[config.mk]
export PLATFORM = sky130hd
export DESIGN_NAME = ctp_top
export DESIGN_NICKNAME = d
export VERILOG_FILES = /design/src/hdl/ctp_pkg.sv /design/src/hdl/ctp_tick_if.sv /design/src/hdl/ctp_prescaler.sv /design/src/hdl/ctp_top.sv
export SDC_FILE = /design/constraint.sdc
export NUM_CORES = 1
export LEC_CHECK = 0
export BUFFER_PORTS_ARGS = -buffer_cell sky130_fd_sc_hd__buf_2
export CAP_MARGIN = 20
export CORE_MARGIN = 2
export CORE_UTILIZATION = 50
export DETAILED_ROUTE_END_ITERATION = 10
export MAX_ROUTING_LAYER = met4
export PLACE_DENSITY = 0.74
export SYNTH_ARGS = -nofsm -noshare
export SYNTH_HDL_FRONTEND = slang
export SYNTH_SLANG_ARGS = --single-unit
[constraint.sdc]
create_clock -name clk -period 7.34 [get_ports clk]
set_input_delay 0.367 -clock clk [delete_from_list [all_inputs] [get_ports clk]]
set_output_delay 0.367 -clock clk [all_outputs]
set_load 0.1 [all_outputs]
[src/hdl/ctp_pkg.sv]
`default_nettype none
package ctp_pkg;
   // timers: 0/1 first pair, 2/3 second pair; even = low word
   localparam int NUM_TIMERS = 4;
   localparam int NUM_PAIRS  = 2;

   // control word bit positions
   localparam int BIT_COUNT_RUN      = 15;
   localparam int BIT_HALT_IN_IDLE   = 13;
   localparam int BIT_EXT_SRC_HI     = 9;
   localparam int BIT_EXT_SRC_LO     = 8;
   localparam int BIT_GATED_ACCUM    = 6;
   localparam int BIT_PRESCALE_HI    = 5;
   localparam int BIT_PRESCALE_LO    = 4;
   localparam int BIT_CASCADE_SELECT = 3;
   localparam int BIT_CLOCK_SOURCE   = 1;

   // writable bits; odd timers have no cascade bit
   localparam logic [15:0] CTRL_MASK_EVEN = 16'hA37A;
   localparam logic [15:0] CTRL_MASK_ODD  = 16'hA372;
   localparam logic [15:0] CTRL_RESET     = 16'h0000;
   localparam logic [15:0] COUNT_RESET    = 16'h0000;
   localparam logic [15:0] PERIOD_RESET   = 16'hFFFF;

   // external source field encodings
   localparam logic [1:0] SRC_GENERIC_EXT = 2'b11;
   localparam logic [1:0] SRC_LOWP_OSC    = 2'b10;
   localparam logic [1:0] SRC_CLOCK_PIN   = 2'b01;
   localparam logic [1:0] SRC_SECOND_OSC  = 2'b00;

   // prescale terminal counts for 1:1, 1:8, 1:64, 1:256
   localparam logic [7:0] PSC_LAST_1   = 8'h00;
   localparam logic [7:0] PSC_LAST_8   = 8'h07;
   localparam logic [7:0] PSC_LAST_64  = 8'h3F;
   localparam logic [7:0] PSC_LAST_256 = 8'hFF;
   localparam logic [7:0] PSC_RESET    = 8'h00;

   // register map, byte addresses, one word per register
   localparam logic [7:0] OFS_CTRL_BASE   = 8'h00;
   localparam logic [7:0] OFS_COUNT_BASE  = 8'h10;
   localparam logic [7:0] OFS_PERIOD_BASE = 8'h20;
   localparam logic [1:0] GRP_CTRL   = 2'b00;
   localparam logic [1:0] GRP_COUNT  = 2'b01;
   localparam logic [1:0] GRP_PERIOD = 2'b10;

   localparam logic [1:0] RESP_OKAY   = 2'b00;
   localparam logic [1:0] RESP_SLVERR = 2'b10;

   typedef enum logic [1:0]
   {
      SRC_SEL_SECO = 2'b00,
      SRC_SEL_PIN  = 2'b01,
      SRC_SEL_LOWP = 2'b10,
      SRC_SEL_GEN  = 2'b11
   } ctp_src_t;
endpackage : ctp_pkg
`default_nettype wire

[src/hdl/ctp_tick_if.sv]
`default_nettype none
interface ctp_tick_if;
   logic [15:0] ctrl;
   logic        ctlWrite;
   logic        idle;
   logic [2:0]  sharedEdge;
   logic        pinEdge;
   logic        pinLevel;
   logic        tick;

   modport ctl
   (
      output ctrl, ctlWrite, idle, sharedEdge, pinEdge, pinLevel,
      input  tick
   );
   modport unit
   (
      input  ctrl, ctlWrite, idle, sharedEdge, pinEdge, pinLevel,
      output tick
   );
endinterface : ctp_tick_if
`default_nettype wire

[src/hdl/ctp_prescaler.sv]
`default_nettype none
module ctp_prescaler
   import ctp_pkg::*;
(
   // clock and reset
   input  wire logic clk,
   input  wire logic reset,
   // control and tick
   ctp_tick_if.unit  tif
);
   logic [7:0] pscR;
   logic [7:0] pscLast;
   logic       srcTick;
   logic       running;

   ////////////////////////////////////////////////////////////////////////////

   always_comb
   begin
      case (tif.ctrl[BIT_PRESCALE_HI:BIT_PRESCALE_LO])
         2'b11:   pscLast = PSC_LAST_256;
         2'b10:   pscLast = PSC_LAST_64;
         2'b01:   pscLast = PSC_LAST_8;
         default: pscLast = PSC_LAST_1;
      endcase
   end

   always_comb
   begin
      if (tif.ctrl[BIT_CLOCK_SOURCE])
      begin
         // gate ignored on external source
         case (ctp_src_t'(tif.ctrl[BIT_EXT_SRC_HI:BIT_EXT_SRC_LO]))
            SRC_SEL_GEN:  srcTick = tif.sharedEdge[0];
            SRC_SEL_LOWP: srcTick = tif.sharedEdge[1];
            SRC_SEL_PIN:  srcTick = tif.pinEdge;
            SRC_SEL_SECO: srcTick = tif.sharedEdge[2];
            default:      srcTick = 1'b0;
         endcase
      end
      else if (tif.ctrl[BIT_GATED_ACCUM])
         srcTick = tif.pinLevel;
      else
         srcTick = 1'b1;
   end

   assign running = tif.ctrl[BIT_COUNT_RUN] & ~(tif.ctrl[BIT_HALT_IN_IDLE] & tif.idle);

   ////////////////////////////////////////////////////////////////////////////

   always_ff @(posedge clk or posedge reset)
   begin
      if (reset)
         pscR <= PSC_RESET;
      else if (tif.ctlWrite && tif.ctrl[BIT_COUNT_RUN])
         pscR <= PSC_RESET;
      else if (running && srcTick)
      begin
         if (pscR >= pscLast)
            pscR <= PSC_RESET;
         else
            pscR <= pscR + 8'h01;
      end
   end

   // internal clock runs at the bus clock rate, one source tick per edge
   assign tif.tick = running & srcTick & (pscR >= pscLast);
endmodule : ctp_prescaler
`default_nettype wire

[src/hdl/ctp_top.sv]
`default_nettype none
// Notes on behaviour
// - mode bit 1 joins a pair into one 32-bit timer, 0 keeps two 16-bit.
// - cascaded: even timer is low word, odd is high word, both readable live.
// - cascaded: odd control ignored; even control and pins run the pair.
// - cascaded: period match is reported on the odd timer's flag.
// - cascaded period: odd period is high word, even period low word.
// - cascaded: interrupt when full 32-bit count equals 32-bit period.
// - converter trigger only from first pair: 32-bit match or odd timer match.
// - timer and synchronous counter modes only; no asynchronous counting.
// - on bit starts and stops counting; governs whole pair when cascaded.
// - halt-in-idle bit stops counting while chip idles, else keeps counting.
// - source field: 11 generic, 10 low-power osc, 01 own pin, 00 secondary.
// - clock-source bit 1 uses selected source, 0 uses internal clock.
// - gate bit gates internal clock by pin; ignored on external source.
// - prescale field: 11 1:256, 10 1:64, 01 1:8, 00 1:1.
// - control write while running resets prescaler; software avoids it.
// - second pair has its own cascade bit at the same position.
module ctp_top
   import ctp_pkg::*;
(
   // clock and reset
   input  wire logic        clk,
   input  wire logic        reset,
   // axi4-lite write address
   input  wire logic [7:0]  s_axi_awaddr,
   input  wire logic        s_axi_awvalid,
   output logic             s_axi_awready,
   // axi4-lite write data
   input  wire logic [31:0] s_axi_wdata,
   input  wire logic [3:0]  s_axi_wstrb,
   input  wire logic        s_axi_wvalid,
   output logic             s_axi_wready,
   // axi4-lite write response
   output logic [1:0]       s_axi_bresp,
   output logic             s_axi_bvalid,
   input  wire logic        s_axi_bready,
   // axi4-lite read address
   input  wire logic [7:0]  s_axi_araddr,
   input  wire logic        s_axi_arvalid,
   output logic             s_axi_arready,
   // axi4-lite read data
   output logic [31:0]      s_axi_rdata,
   output logic [1:0]       s_axi_rresp,
   output logic             s_axi_rvalid,
   input  wire logic        s_axi_rready,
   // clock sources and gate pins, asynchronous
   input  wire logic        genericExtTimerInput,
   input  wire logic        lowPowerInternalOsc,
   input  wire logic        secondaryOsc,
   input  wire logic [3:0]  timerClockPin,
   // chip state
   input  wire logic        idleMode,
   // events
   output logic [3:0]       periodMatchIrq,
   output logic             adcTrigger
);
   logic [15:0] ctrlR   [NUM_TIMERS];
   logic [15:0] cntR    [NUM_TIMERS];
   logic [15:0] perR    [NUM_TIMERS];
   logic [15:0] cntNxt  [NUM_TIMERS];
   logic [3:0]  irqNxt;
   logic [3:0]  tickVec;
   logic [3:0]  ctlWriteVec;
   logic        adcNxt;

   logic [6:0]  syncAR;
   logic [6:0]  syncBR;
   logic [6:0]  syncCR;
   logic [6:0]  edgeVec;

   logic [7:0]  awAddrR;
   logic        awHeldR;
   logic [31:0] wDataR;
   logic [3:0]  wStrbR;
   logic        wHeldR;
   logic        bValidR;
   logic [1:0]  bRespR;
   logic        rValidR;
   logic [31:0] rDataR;
   logic [1:0]  rRespR;
   logic        doWrite;
   logic        wrMapped;
   logic [1:0]  wrGroup;
   logic [1:0]  wrIdx;

   ////////////////////////////////////////////////////////////////////////////
   // pin synchronisers; only the second stage and later are looked at

   always_ff @(posedge clk or posedge reset)
   begin
      if (reset)
      begin
         syncAR <= 7'h00;
         syncBR <= 7'h00;
         syncCR <= 7'h00;
      end
      else
      begin
         syncAR <= {timerClockPin, secondaryOsc, lowPowerInternalOsc, genericExtTimerInput};
         syncBR <= syncAR;
         syncCR <= syncBR;
      end
   end

   // rising edges counted synchronously, never on the pin itself
   assign edgeVec = syncBR & ~syncCR;

   ////////////////////////////////////////////////////////////////////////////
   // one prescaler and source selector per timer

   for (genvar i = 0; i < NUM_TIMERS; i++)
   begin : g_unit
      ctp_tick_if tif ();
      assign tif.ctrl       = ctrlR[i];
      assign tif.ctlWrite   = ctlWriteVec[i];
      assign tif.idle       = idleMode;
      assign tif.sharedEdge = edgeVec[2:0];
      assign tif.pinEdge    = edgeVec[3 + i];
      assign tif.pinLevel   = syncBR[3 + i];
      assign tickVec[i]     = tif.tick;

      ctp_prescaler u_psc
      (
         .clk   (clk),
         .reset (reset),
         .tif   (tif)
      );
   end

   ////////////////////////////////////////////////////////////////////////////
   // write decode

   assign doWrite  = awHeldR & wHeldR & ~bValidR;
   assign wrGroup  = awAddrR[5:4];
   assign wrIdx    = awAddrR[3:2];
   assign wrMapped = (awAddrR[7:6] == 2'b00) && (awAddrR[1:0] == 2'b00)
                     && (wrGroup != 2'b11);

   always_comb
   begin
      for (int i = 0; i < NUM_TIMERS; i++)
         ctlWriteVec[i] = doWrite && wrMapped && (wrGroup == GRP_CTRL)
                          && (wrIdx == 2'(i));
   end

   function automatic logic [15:0] ctpMerge(input logic [15:0] old,
                                            input logic [31:0] data,
                                            input logic [3:0]  strb,
                                            input logic [15:0] mask);
      logic [15:0] res;
      res = old;
      if (strb[0])
         res[7:0] = data[7:0];
      if (strb[1])
         res[15:8] = data[15:8];
      ctpMerge = (res & mask) | (old & ~mask);
   endfunction : ctpMerge

   ////////////////////////////////////////////////////////////////////////////
   // counting; a software count write wins over a tick in the same cycle

   always_comb
   begin
      for (int i = 0; i < NUM_TIMERS; i++)
         cntNxt[i] = cntR[i];
      irqNxt = 4'h0;
      for (int p = 0; p < NUM_PAIRS; p++)
      begin
         if (ctrlR[2*p][BIT_CASCADE_SELECT])
         begin
            // odd unit's tick unused, its control has no say
            if (tickVec[2*p])
            begin
               if ({cntR[2*p+1], cntR[2*p]} == {perR[2*p+1], perR[2*p]})
               begin
                  cntNxt[2*p]   = COUNT_RESET;
                  cntNxt[2*p+1] = COUNT_RESET;
                  irqNxt[2*p+1] = 1'b1;
               end
               else
                  {cntNxt[2*p+1], cntNxt[2*p]} =
                     {cntR[2*p+1], cntR[2*p]} + 32'h0000_0001;
            end
         end
         else
         begin
            for (int j = 2*p; j < 2*p + 2; j++)
            begin
               if (tickVec[j])
               begin
                  if (cntR[j] == perR[j])
                  begin
                     cntNxt[j] = COUNT_RESET;
                     irqNxt[j] = 1'b1;
                  end
                  else
                     cntNxt[j] = cntR[j] + 16'h0001;
               end
            end
         end
      end
      for (int i = 0; i < NUM_TIMERS; i++)
         if (doWrite && wrMapped && (wrGroup == GRP_COUNT) && (wrIdx == 2'(i)))
            cntNxt[i] = ctpMerge(cntR[i], wDataR, wStrbR, 16'hFFFF);
   end

   // first pair only; either form ends in the odd timer's flag
   assign adcNxt = irqNxt[1];

   always_ff @(posedge clk or posedge reset)
   begin
      if (reset)
      begin
         for (int i = 0; i < NUM_TIMERS; i++)
            cntR[i] <= COUNT_RESET;
         periodMatchIrq <= 4'h0;
         adcTrigger     <= 1'b0;
      end
      else
      begin
         for (int i = 0; i < NUM_TIMERS; i++)
            cntR[i] <= cntNxt[i];
         periodMatchIrq <= irqNxt;
         adcTrigger     <= adcNxt;
      end
   end

   ////////////////////////////////////////////////////////////////////////////
   // control and period registers

   always_ff @(posedge clk or posedge reset)
   begin
      if (reset)
      begin
         for (int i = 0; i < NUM_TIMERS; i++)
         begin
            ctrlR[i] <= CTRL_RESET;
            perR[i]  <= PERIOD_RESET;
         end
      end
      else if (doWrite && wrMapped)
      begin
         for (int i = 0; i < NUM_TIMERS; i++)
         begin
            if (wrIdx == 2'(i) && wrGroup == GRP_CTRL)
               ctrlR[i] <= ctpMerge(ctrlR[i], wDataR, wStrbR,
                                    (i % 2 == 0) ? CTRL_MASK_EVEN : CTRL_MASK_ODD);
            if (wrIdx == 2'(i) && wrGroup == GRP_PERIOD)
               perR[i] <= ctpMerge(perR[i], wDataR, wStrbR, 16'hFFFF);
         end
      end
   end

   ////////////////////////////////////////////////////////////////////////////
   // axi4-lite write channels; address and data taken in either order

   assign s_axi_awready = ~awHeldR & ~bValidR;
   assign s_axi_wready  = ~wHeldR & ~bValidR;
   assign s_axi_bvalid  = bValidR;
   assign s_axi_bresp   = bRespR;

   always_ff @(posedge clk or posedge reset)
   begin
      if (reset)
      begin
         awAddrR <= 8'h00;
         awHeldR <= 1'b0;
      end
      else if (s_axi_awvalid && s_axi_awready)
      begin
         awAddrR <= s_axi_awaddr;
         awHeldR <= 1'b1;
      end
      else if (doWrite)
         awHeldR <= 1'b0;
   end

   always_ff @(posedge clk or posedge reset)
   begin
      if (reset)
      begin
         wDataR <= 32'h0000_0000;
         wStrbR <= 4'h0;
         wHeldR <= 1'b0;
      end
      else if (s_axi_wvalid && s_axi_wready)
      begin
         wDataR <= s_axi_wdata;
         wStrbR <= s_axi_wstrb;
         wHeldR <= 1'b1;
      end
      else if (doWrite)
         wHeldR <= 1'b0;
   end

   always_ff @(posedge clk or posedge reset)
   begin
      if (reset)
      begin
         bValidR <= 1'b0;
         bRespR  <= RESP_OKAY;
      end
      else if (doWrite)
      begin
         bValidR <= 1'b1;
         bRespR  <= wrMapped ? RESP_OKAY : RESP_SLVERR;
      end
      else if (s_axi_bready)
         bValidR <= 1'b0;
   end

   ////////////////////////////////////////////////////////////////////////////
   // axi4-lite read; counts read live so the pair can be watched running

   assign s_axi_arready = ~rValidR;
   assign s_axi_rvalid  = rValidR;
   assign s_axi_rdata   = rDataR;
   assign s_axi_rresp   = rRespR;

   always_ff @(posedge clk or posedge reset)
   begin
      if (reset)
      begin
         rValidR <= 1'b0;
         rDataR  <= 32'h0000_0000;
         rRespR  <= RESP_OKAY;
      end
      else if (s_axi_arvalid && s_axi_arready)
      begin
         rValidR <= 1'b1;
         rRespR  <= RESP_OKAY;
         rDataR  <= 32'h0000_0000;
         if (s_axi_araddr[7:6] != 2'b00 || s_axi_araddr[1:0] != 2'b00)
            rRespR <= RESP_SLVERR;
         else
         begin
            case (s_axi_araddr[5:4])
               GRP_CTRL:   rDataR <= {16'h0000, ctrlR[s_axi_araddr[3:2]]};
               GRP_COUNT:  rDataR <= {16'h0000, cntR[s_axi_araddr[3:2]]};
               GRP_PERIOD: rDataR <= {16'h0000, perR[s_axi_araddr[3:2]]};
               default:    rRespR <= RESP_SLVERR;
            endcase
         end
      end
      else if (s_axi_rready)
         rValidR <= 1'b0;
   end
endmodule : ctp_top
`default_nettype wire

==> run_results.csv, run 1 <==
group,metric,value,unit
floorplan,initial_utilization,0.5047,
floorplan,dieWidth,181.8,um
cells_and_area,area_delta_synth_final,9.793,%
worst_setup_path,path_class,"register to register",
sta,layout_min_cycle_time,3.250,ns
pwr,power.internal,3032,uW
cells_and_area,layout_commonest_cell,"dfrtp_1",
sta,relSlewSlack,0.2891,
cells_and_area,nets,1676,
global_routing,grt-ovfl-total,0,
route,vias,12920,
worst_setup_path,start_kind,"register",
route,drt_iter0_drc,1271,
flow_run,maxCapViolCount,0,
sta,tightest_slew,1.064,ns
sta,rsz0062_at_grt,"false",
placement,portBuffers,76,
placement,place_area,16290,sq um
pwr,swShare,0.3876,
cts,ctsLongestPathBuffers,3,
worst_setup_path,path_max_fanout,13,
hold_path,hp-class,"input port to register",
placement,gp_congestion,1.048,
floorplan,ioPinCount,113,
global_routing,track_usage,0.2760,
synthesis,synth_edf_count,0,
sta,finalClockSkew,0.008346,ns
synthesis,yosysWarnings,0,
sta,finalHoldViolations,0,
cells_and_area,n_antenna_cell,0,
route,wl_per_cell,22.31,um
route,vias_per_cell,6.453,
global_routing,grt_max_degree,156,
worst_setup_path,crit_required,7.74,ns
synthesis,synthDistinctLibCells,92,
sta,max_freq,0.3077,GHz
placement,dp.cells,1935,
sta,final_max_slew_viol_count,0,
cells_and_area,layout.cells.non_filler,2002,
synthesis,ys_ff_latch,267,
sta,period_share,0.4428,
cts,numCtsBuffers,29,
route,ant_nets,0,
synthesis,syn_area,15800,sq um
global_routing,grt_pass1_vias,12500,
pwr,p_switching,1919,uW
worst_setup_path,r2r_slack,4.09,ns
cts,cts.sinks,267,
route,first_pass_iters,9,
sta,setup_tns,0,ns
cts,cts_tree,"done",
cells_and_area,mostFrequentLayoutCells,"203 x dfrtp_1, 149 x nand2_1, 125 x mux2_2, 115 x o21ai_0, 88 x nor2_1",
placement,place_hpwl,31720,um
global_routing,antenna_found_initial,1,
pwr,ir_drop,368.6,uV
floorplan,die_h,181.8,um
floorplan,core_area,31310,sq um
synthesis,ys_seq_area_frac,0.4278,
worst_setup_path,worstPathArrival,3.65,ns
floorplan,row_count,65,
pwr,clkPwrFrac,0.293,
cells_and_area,drive_gt1_frac,0.2538,
pwr,powerDensity,285.4,nW/um^2
cts,htreeDepth,1,
route,drc,0,
global_routing,grt_pass1_wl,69420,um
synthesis,synthCells,1535,
synthesis,synth_ff_type,"dfrtp_1",
pwr,combPwrFrac,0.247,
cts,cts_root_buffer,"clkbuf_16",
floorplan,die_area,33050,sq um
cts,clock_latency,0.56,ns
cts,holdBufCountCts,10,
worst_setup_path,endpoint_kind,"register",
sta,setup_viol,0,
pwr,leakage,0.007406,uW
pwr,pwr-share-seq,0.460,
cells_and_area,final_cell_area,17350,sq um
route,wirelength,44660,um
cts,clk_pin_slew,0.06,ns
synthesis,synthArstFlopShare,1.000,
cts,post_cts_resized,0,
outcome,status,"complete, no violations",
cts,cts_setup_buffers,0,
synthesis,syn_avg_cell_area,10.30,sq um
worst max-delay path: stages (launching register included):
cell      delay, ns
dfrtp_1        0.47
xor2_1         0.19
nor4_1         0.38
nand4_1        0.50
o21bai_1       1.02
a31oi_1        0.16
o21ai_1        0.22
o311ai_0       0.14
synth_stat cells, types with 5 or more instances:
cell type  instances  area share
nor3_1            35       0.011
o21ai_0          115       0.036
buf_6              6      0.0043
mux2i_1           11      0.0070
a21o_1            12      0.0057
mux2_2           125       0.089
a21oi_1           73       0.023
nand4_1           20      0.0079
o311ai_0           8      0.0044
and2_1            13      0.0051
nand3_1           58       0.018
clkbuf_1          41      0.0097
nor2_1            88       0.021
xor2_1            72       0.040
buf_1             10      0.0024
o31a_1             6      0.0033
xnor2_1            8      0.0044
inv_1             35      0.0083
o21ai_1            6      0.0019
buf_4             25       0.012
nand2b_1          15      0.0059
or2_2              6      0.0024
o31ai_1            9      0.0043
buf_2             23      0.0073
o211ai_1           9      0.0043
and3_1            16      0.0063
ha_1              32       0.025
o311a_1            5      0.0032
a22oi_1           17      0.0081
dfstp_2           64        0.11
nor4_1            23      0.0091
nor3b_1           11      0.0052
a211oi_1           9      0.0043
mux4_2            42       0.060
o22ai_1           11      0.0044
a32oi_1            7      0.0039
nand2_1          149       0.035
dfrtp_1          203        0.32
a31oi_1            8      0.0032
or3_1              5      0.0020
nor2b_1           14      0.0055
state kept, by name, summed over array words and instances, names as in the netlist, 2 cells and up:
signal and count:
g_unit.tif.ctrl 34, cntR 64, awAddrR 8, syncBR 7, periodMatchIrq 4, g_unit.u_psc.pscR 32, perR 64, wStrbR 2
wDataR 16, syncCR 7, s_axi_rdata 16, syncAR 7
logic make-up (layout without fill, tap and decap cells):
kind of cell / Yosys count / count (layout) / synth area share
simple gates: 482 / 482 / 0.1551
compound gates: 355 / 355 / 0.1474
flops: 267 / 267 / 0.4278
mux: 178 / 178 / 0.1559
buf+inv: 140 / 188 / 0.04386
xor+xnor: 80 / 80 / 0.04434
fa+ha+maj: 32 / 32 / 0.02533
other cells: 1 / 18 / 0.0002373
area by class of cell:
cell class	instances	area (sq um)
Multi-Input combinational cell	1145	8422
Inverter	35	135.1
Clock inverter	12	121.4
Timing Repair Buffer	99	593.1
Clock buffer	42	815.8
Fill cell	2645	13960
Sequential cell	267	6761
Tap cell	402	503.0
power groups by stage:
stage	clock [uW]	combinational, uW	sequential [uW]
final	1450	1230	2280
after global routing	1540	1340	2290
after CTS	1470	1220	2240
after detailed placement	0	1210	2260
after global placement	0	1170	2260
after floorplan	0	1070	1940
layer usage:
layer  GRT usage  routed length, um
met1      0.3667              18300
met2      0.4334              20560
met3     0.03971               4061
met4      0.1021               1744
met5           -                  0
final timing paths:
check | start | end | cells after the start
min in group asynchronous | reset | awAddrR[1] | 4
max reg2reg | cntR[16] | cntR[26] | 7
min reg2reg | syncAR[4] | syncBR[4] | 0
max | cntR[16] | cntR[26] | 7
max in group asynchronous | reset | g_unit[0].u_psc.pscR[7] | 5
min | s_axi_wdata[13] | wDataR[13] | 2
stage by stage:
| stage | hold slack [ns] | total power [uW] | setup WS (ns) | utilization |
|---|---|---|---|---|
| global placement | 0.3358 | 3423 | 4.287 | 0.5202 |
| finish | 0.04056 | 4952 | 4.090 | 0.5542 |
| global route | 0.03111 | 5165 | 3.989 | 0.5542 |
| floorplan | 0.3312 | 3014 | 3.500 | - |
| CTS | 0.02354 | 4934 | 4.163 | 0.5534 |
| detailed placement | 0.3358 | 3471 | 4.194 | 0.5202 |
No activity file was read; power rests on OpenSTA's default activity.
==> inputs of run 2 (changes only) <==
Clock period 7.34 ns to 2.87 ns, I/O delays scaled along.
==> run 2 against run 1 <==
- cell count rose by 6.4%
- via count is 4.2% higher
- maximum frequency is 18% higher
- routed wire length increased by 9.0%
- count of clock-buffer cells in the layout shrank 1
- clock skew grew 0.0055 ns
- largest cell class unchanged
- first-iteration DRC count rose by 20%
==> run_results.csv, run 2 (same netlist as run 1, synthesis figures left out) <==
group,metric,value,unit
global_routing,grt_pass1_wl,74870,um
worst_setup_path,start_kind,"register",
pwr,ir_drop,1104,uV
flow_run,maxCapViolCount,0,
sta,layout_min_cycle_time,2.758,ns
cells_and_area,layout_commonest_cell,"dfrtp_1",
cells_and_area,drive_gt1_frac,0.2969,
global_routing,grt_pass1_vias,13060,
sta,tightest_slew,0.9631,ns
worst_setup_path,endpoint_kind,"register",
floorplan,initial_utilization,0.5047,
cts,numCtsBuffers,29,
worst_setup_path,r2r_slack,0.11,ns
floorplan,die_h,181.8,um
sta,finalClockSkew,0.01380,ns
cts,cts.sinks,267,
route,vias,13470,
global_routing,grt_max_degree,114,
hold_path,hp-class,"input port to register",
cts,cts_root_buffer,"clkbuf_16",
floorplan,row_count,65,
worst_setup_path,worstPathArrival,3.22,ns
placement,place_area,17090,sq um
sta,setup_tns,0,ns
floorplan,die_area,33050,sq um
sta,relSlewSlack,0.3555,
worst_setup_path,path_class,"register to register",
worst_setup_path,crit_required,3.34,ns
route,drt_iter0_drc,1521,
cells_and_area,mostFrequentLayoutCells,"203 x dfrtp_1, 149 x nand2_1, 125 x mux2_2, 115 x o21ai_0, 112 x buf_4",
sta,finalHoldViolations,0,
sta,setup_viol,0,
route,drc,0,
outcome,status,"complete, no violations",
cells_and_area,final_cell_area,18420,sq um
sta,rsz0062_at_grt,"false",
sta,period_share,0.9610,
sta,max_freq,0.3626,GHz
cts,clock_latency,0.57,ns
floorplan,core_area,31310,sq um
worst_setup_path,path_max_fanout,7,
cts,clk_pin_slew,0.06,ns
route,wirelength,48670,um
route,vias_per_cell,6.323,
placement,gp_congestion,1.031,
cells_and_area,n_antenna_cell,0,
pwr,powerDensity,721.1,nW/um^2
cts,ctsLongestPathBuffers,3,
route,first_pass_iters,6,
global_routing,track_usage,0.3025,
route,ant_nets,0,
floorplan,dieWidth,181.8,um
global_routing,grt-ovfl-total,0,
pwr,leakage,0.008009,uW
cts,cts_tree,"done",
cells_and_area,nets,1804,
sta,final_max_slew_viol_count,0,
cells_and_area,area_delta_synth_final,16.55,%
global_routing,antenna_found_initial,0,
placement,portBuffers,76,
cts,htreeDepth,1,
route,wl_per_cell,22.85,um
floorplan,ioPinCount,113,
placement,place_hpwl,35330,um
## run 2: changes by cell type in the layout (fill, tap and decap cells not counted), sizes merged
cell	before	now
dlygate4sd3	10	36
clkinvlp	2	4
clkbuf	43	41
bufinv	2	1
clkinv	6	8
buf	88	191
inv	37	35
## run 2: final cells by class
cell class	instances	area (sq um)
repair buffers	227	1642
clock inverters	13	103.9
multi-input cells	1145	8463
well taps	402	503.0
fillers	2553	12890
inverters	35	135.1
clock buffers	41	810.8
flip-flops and latches	267	6761
## run 2: power by group
part	internal (uW)	leakage [uW]	total, uW	switching [uW]
clock	2050	0.000444	3640	1590
sequential	4350	0.00323	5690	1330
combinational	1660	0.00433	3960	2290
## run 2: metal layers
metal | vias to the layer above | routed length (um) | global-route usage
met5 | - | 0 | -
met4 | 0 | 2244 | 0.1220
met3 | 157 | 4985 | 0.04633
met2 | 741 | 21900 | 0.4604
met1 | 6612 | 19540 | 0.4089
li1 | 5957 | - | -
## run 2: worst paths after layout
path / cells past startpoint / end / startpoint
worst max-delay path: 7 / cntR[12] / perR[27]
worst min-delay path: 3 / s_axi_rresp[1] / s_axi_araddr[5]
worst max register to register: 7 / cntR[12] / perR[27]
worst min register to register: 0 / syncBR[4] / syncAR[4]
max in group asynchronous: 4 / cntR[51] / reset
min in group asynchronous: 3 / awAddrR[1] / reset
## run 2: what timing repair did
| item | 4_1_cts | 5_1_grt |
|---|---|---|
| setup endpoints to repair | 10 | 16 |
| resized for setup | 1 | 3 |
| pin swaps | 0 | 1 |
| buffers inserted | 0 | 3 |
| gates cloned | 0 | 0 |
| hold buffers | 36 | 0 |
| endpoints found under the hold margin | 203 | 0 |
## run 2: worst max-delay path, stage by stage (launching register included)
cell and delay [ns]:
dfstp_2 0.56, xor2_1 0.10, nor4_1 0.51, nand4_1 0.44
o21ai_4 0.38, o21ai_1 0.12, a221o_1 0.29, a31o_2 0.24
## run 2: stage by stage
step                worst slack, ns  hold WS [ns]    util  power, uW  instances
floorplan                   -0.7467        0.1749       -       7724       1552
global placement           -0.05194       0.07095  0.5458       9270       2037
detailed placement         -0.06947       0.08133  0.5458       9407       2037
CTS                         0.08831       0.01676  0.5868      13080       2127
global route               0.008905       0.04688  0.5883      13770       2130
finish                       0.1119       0.02177  0.5883      13280       2130
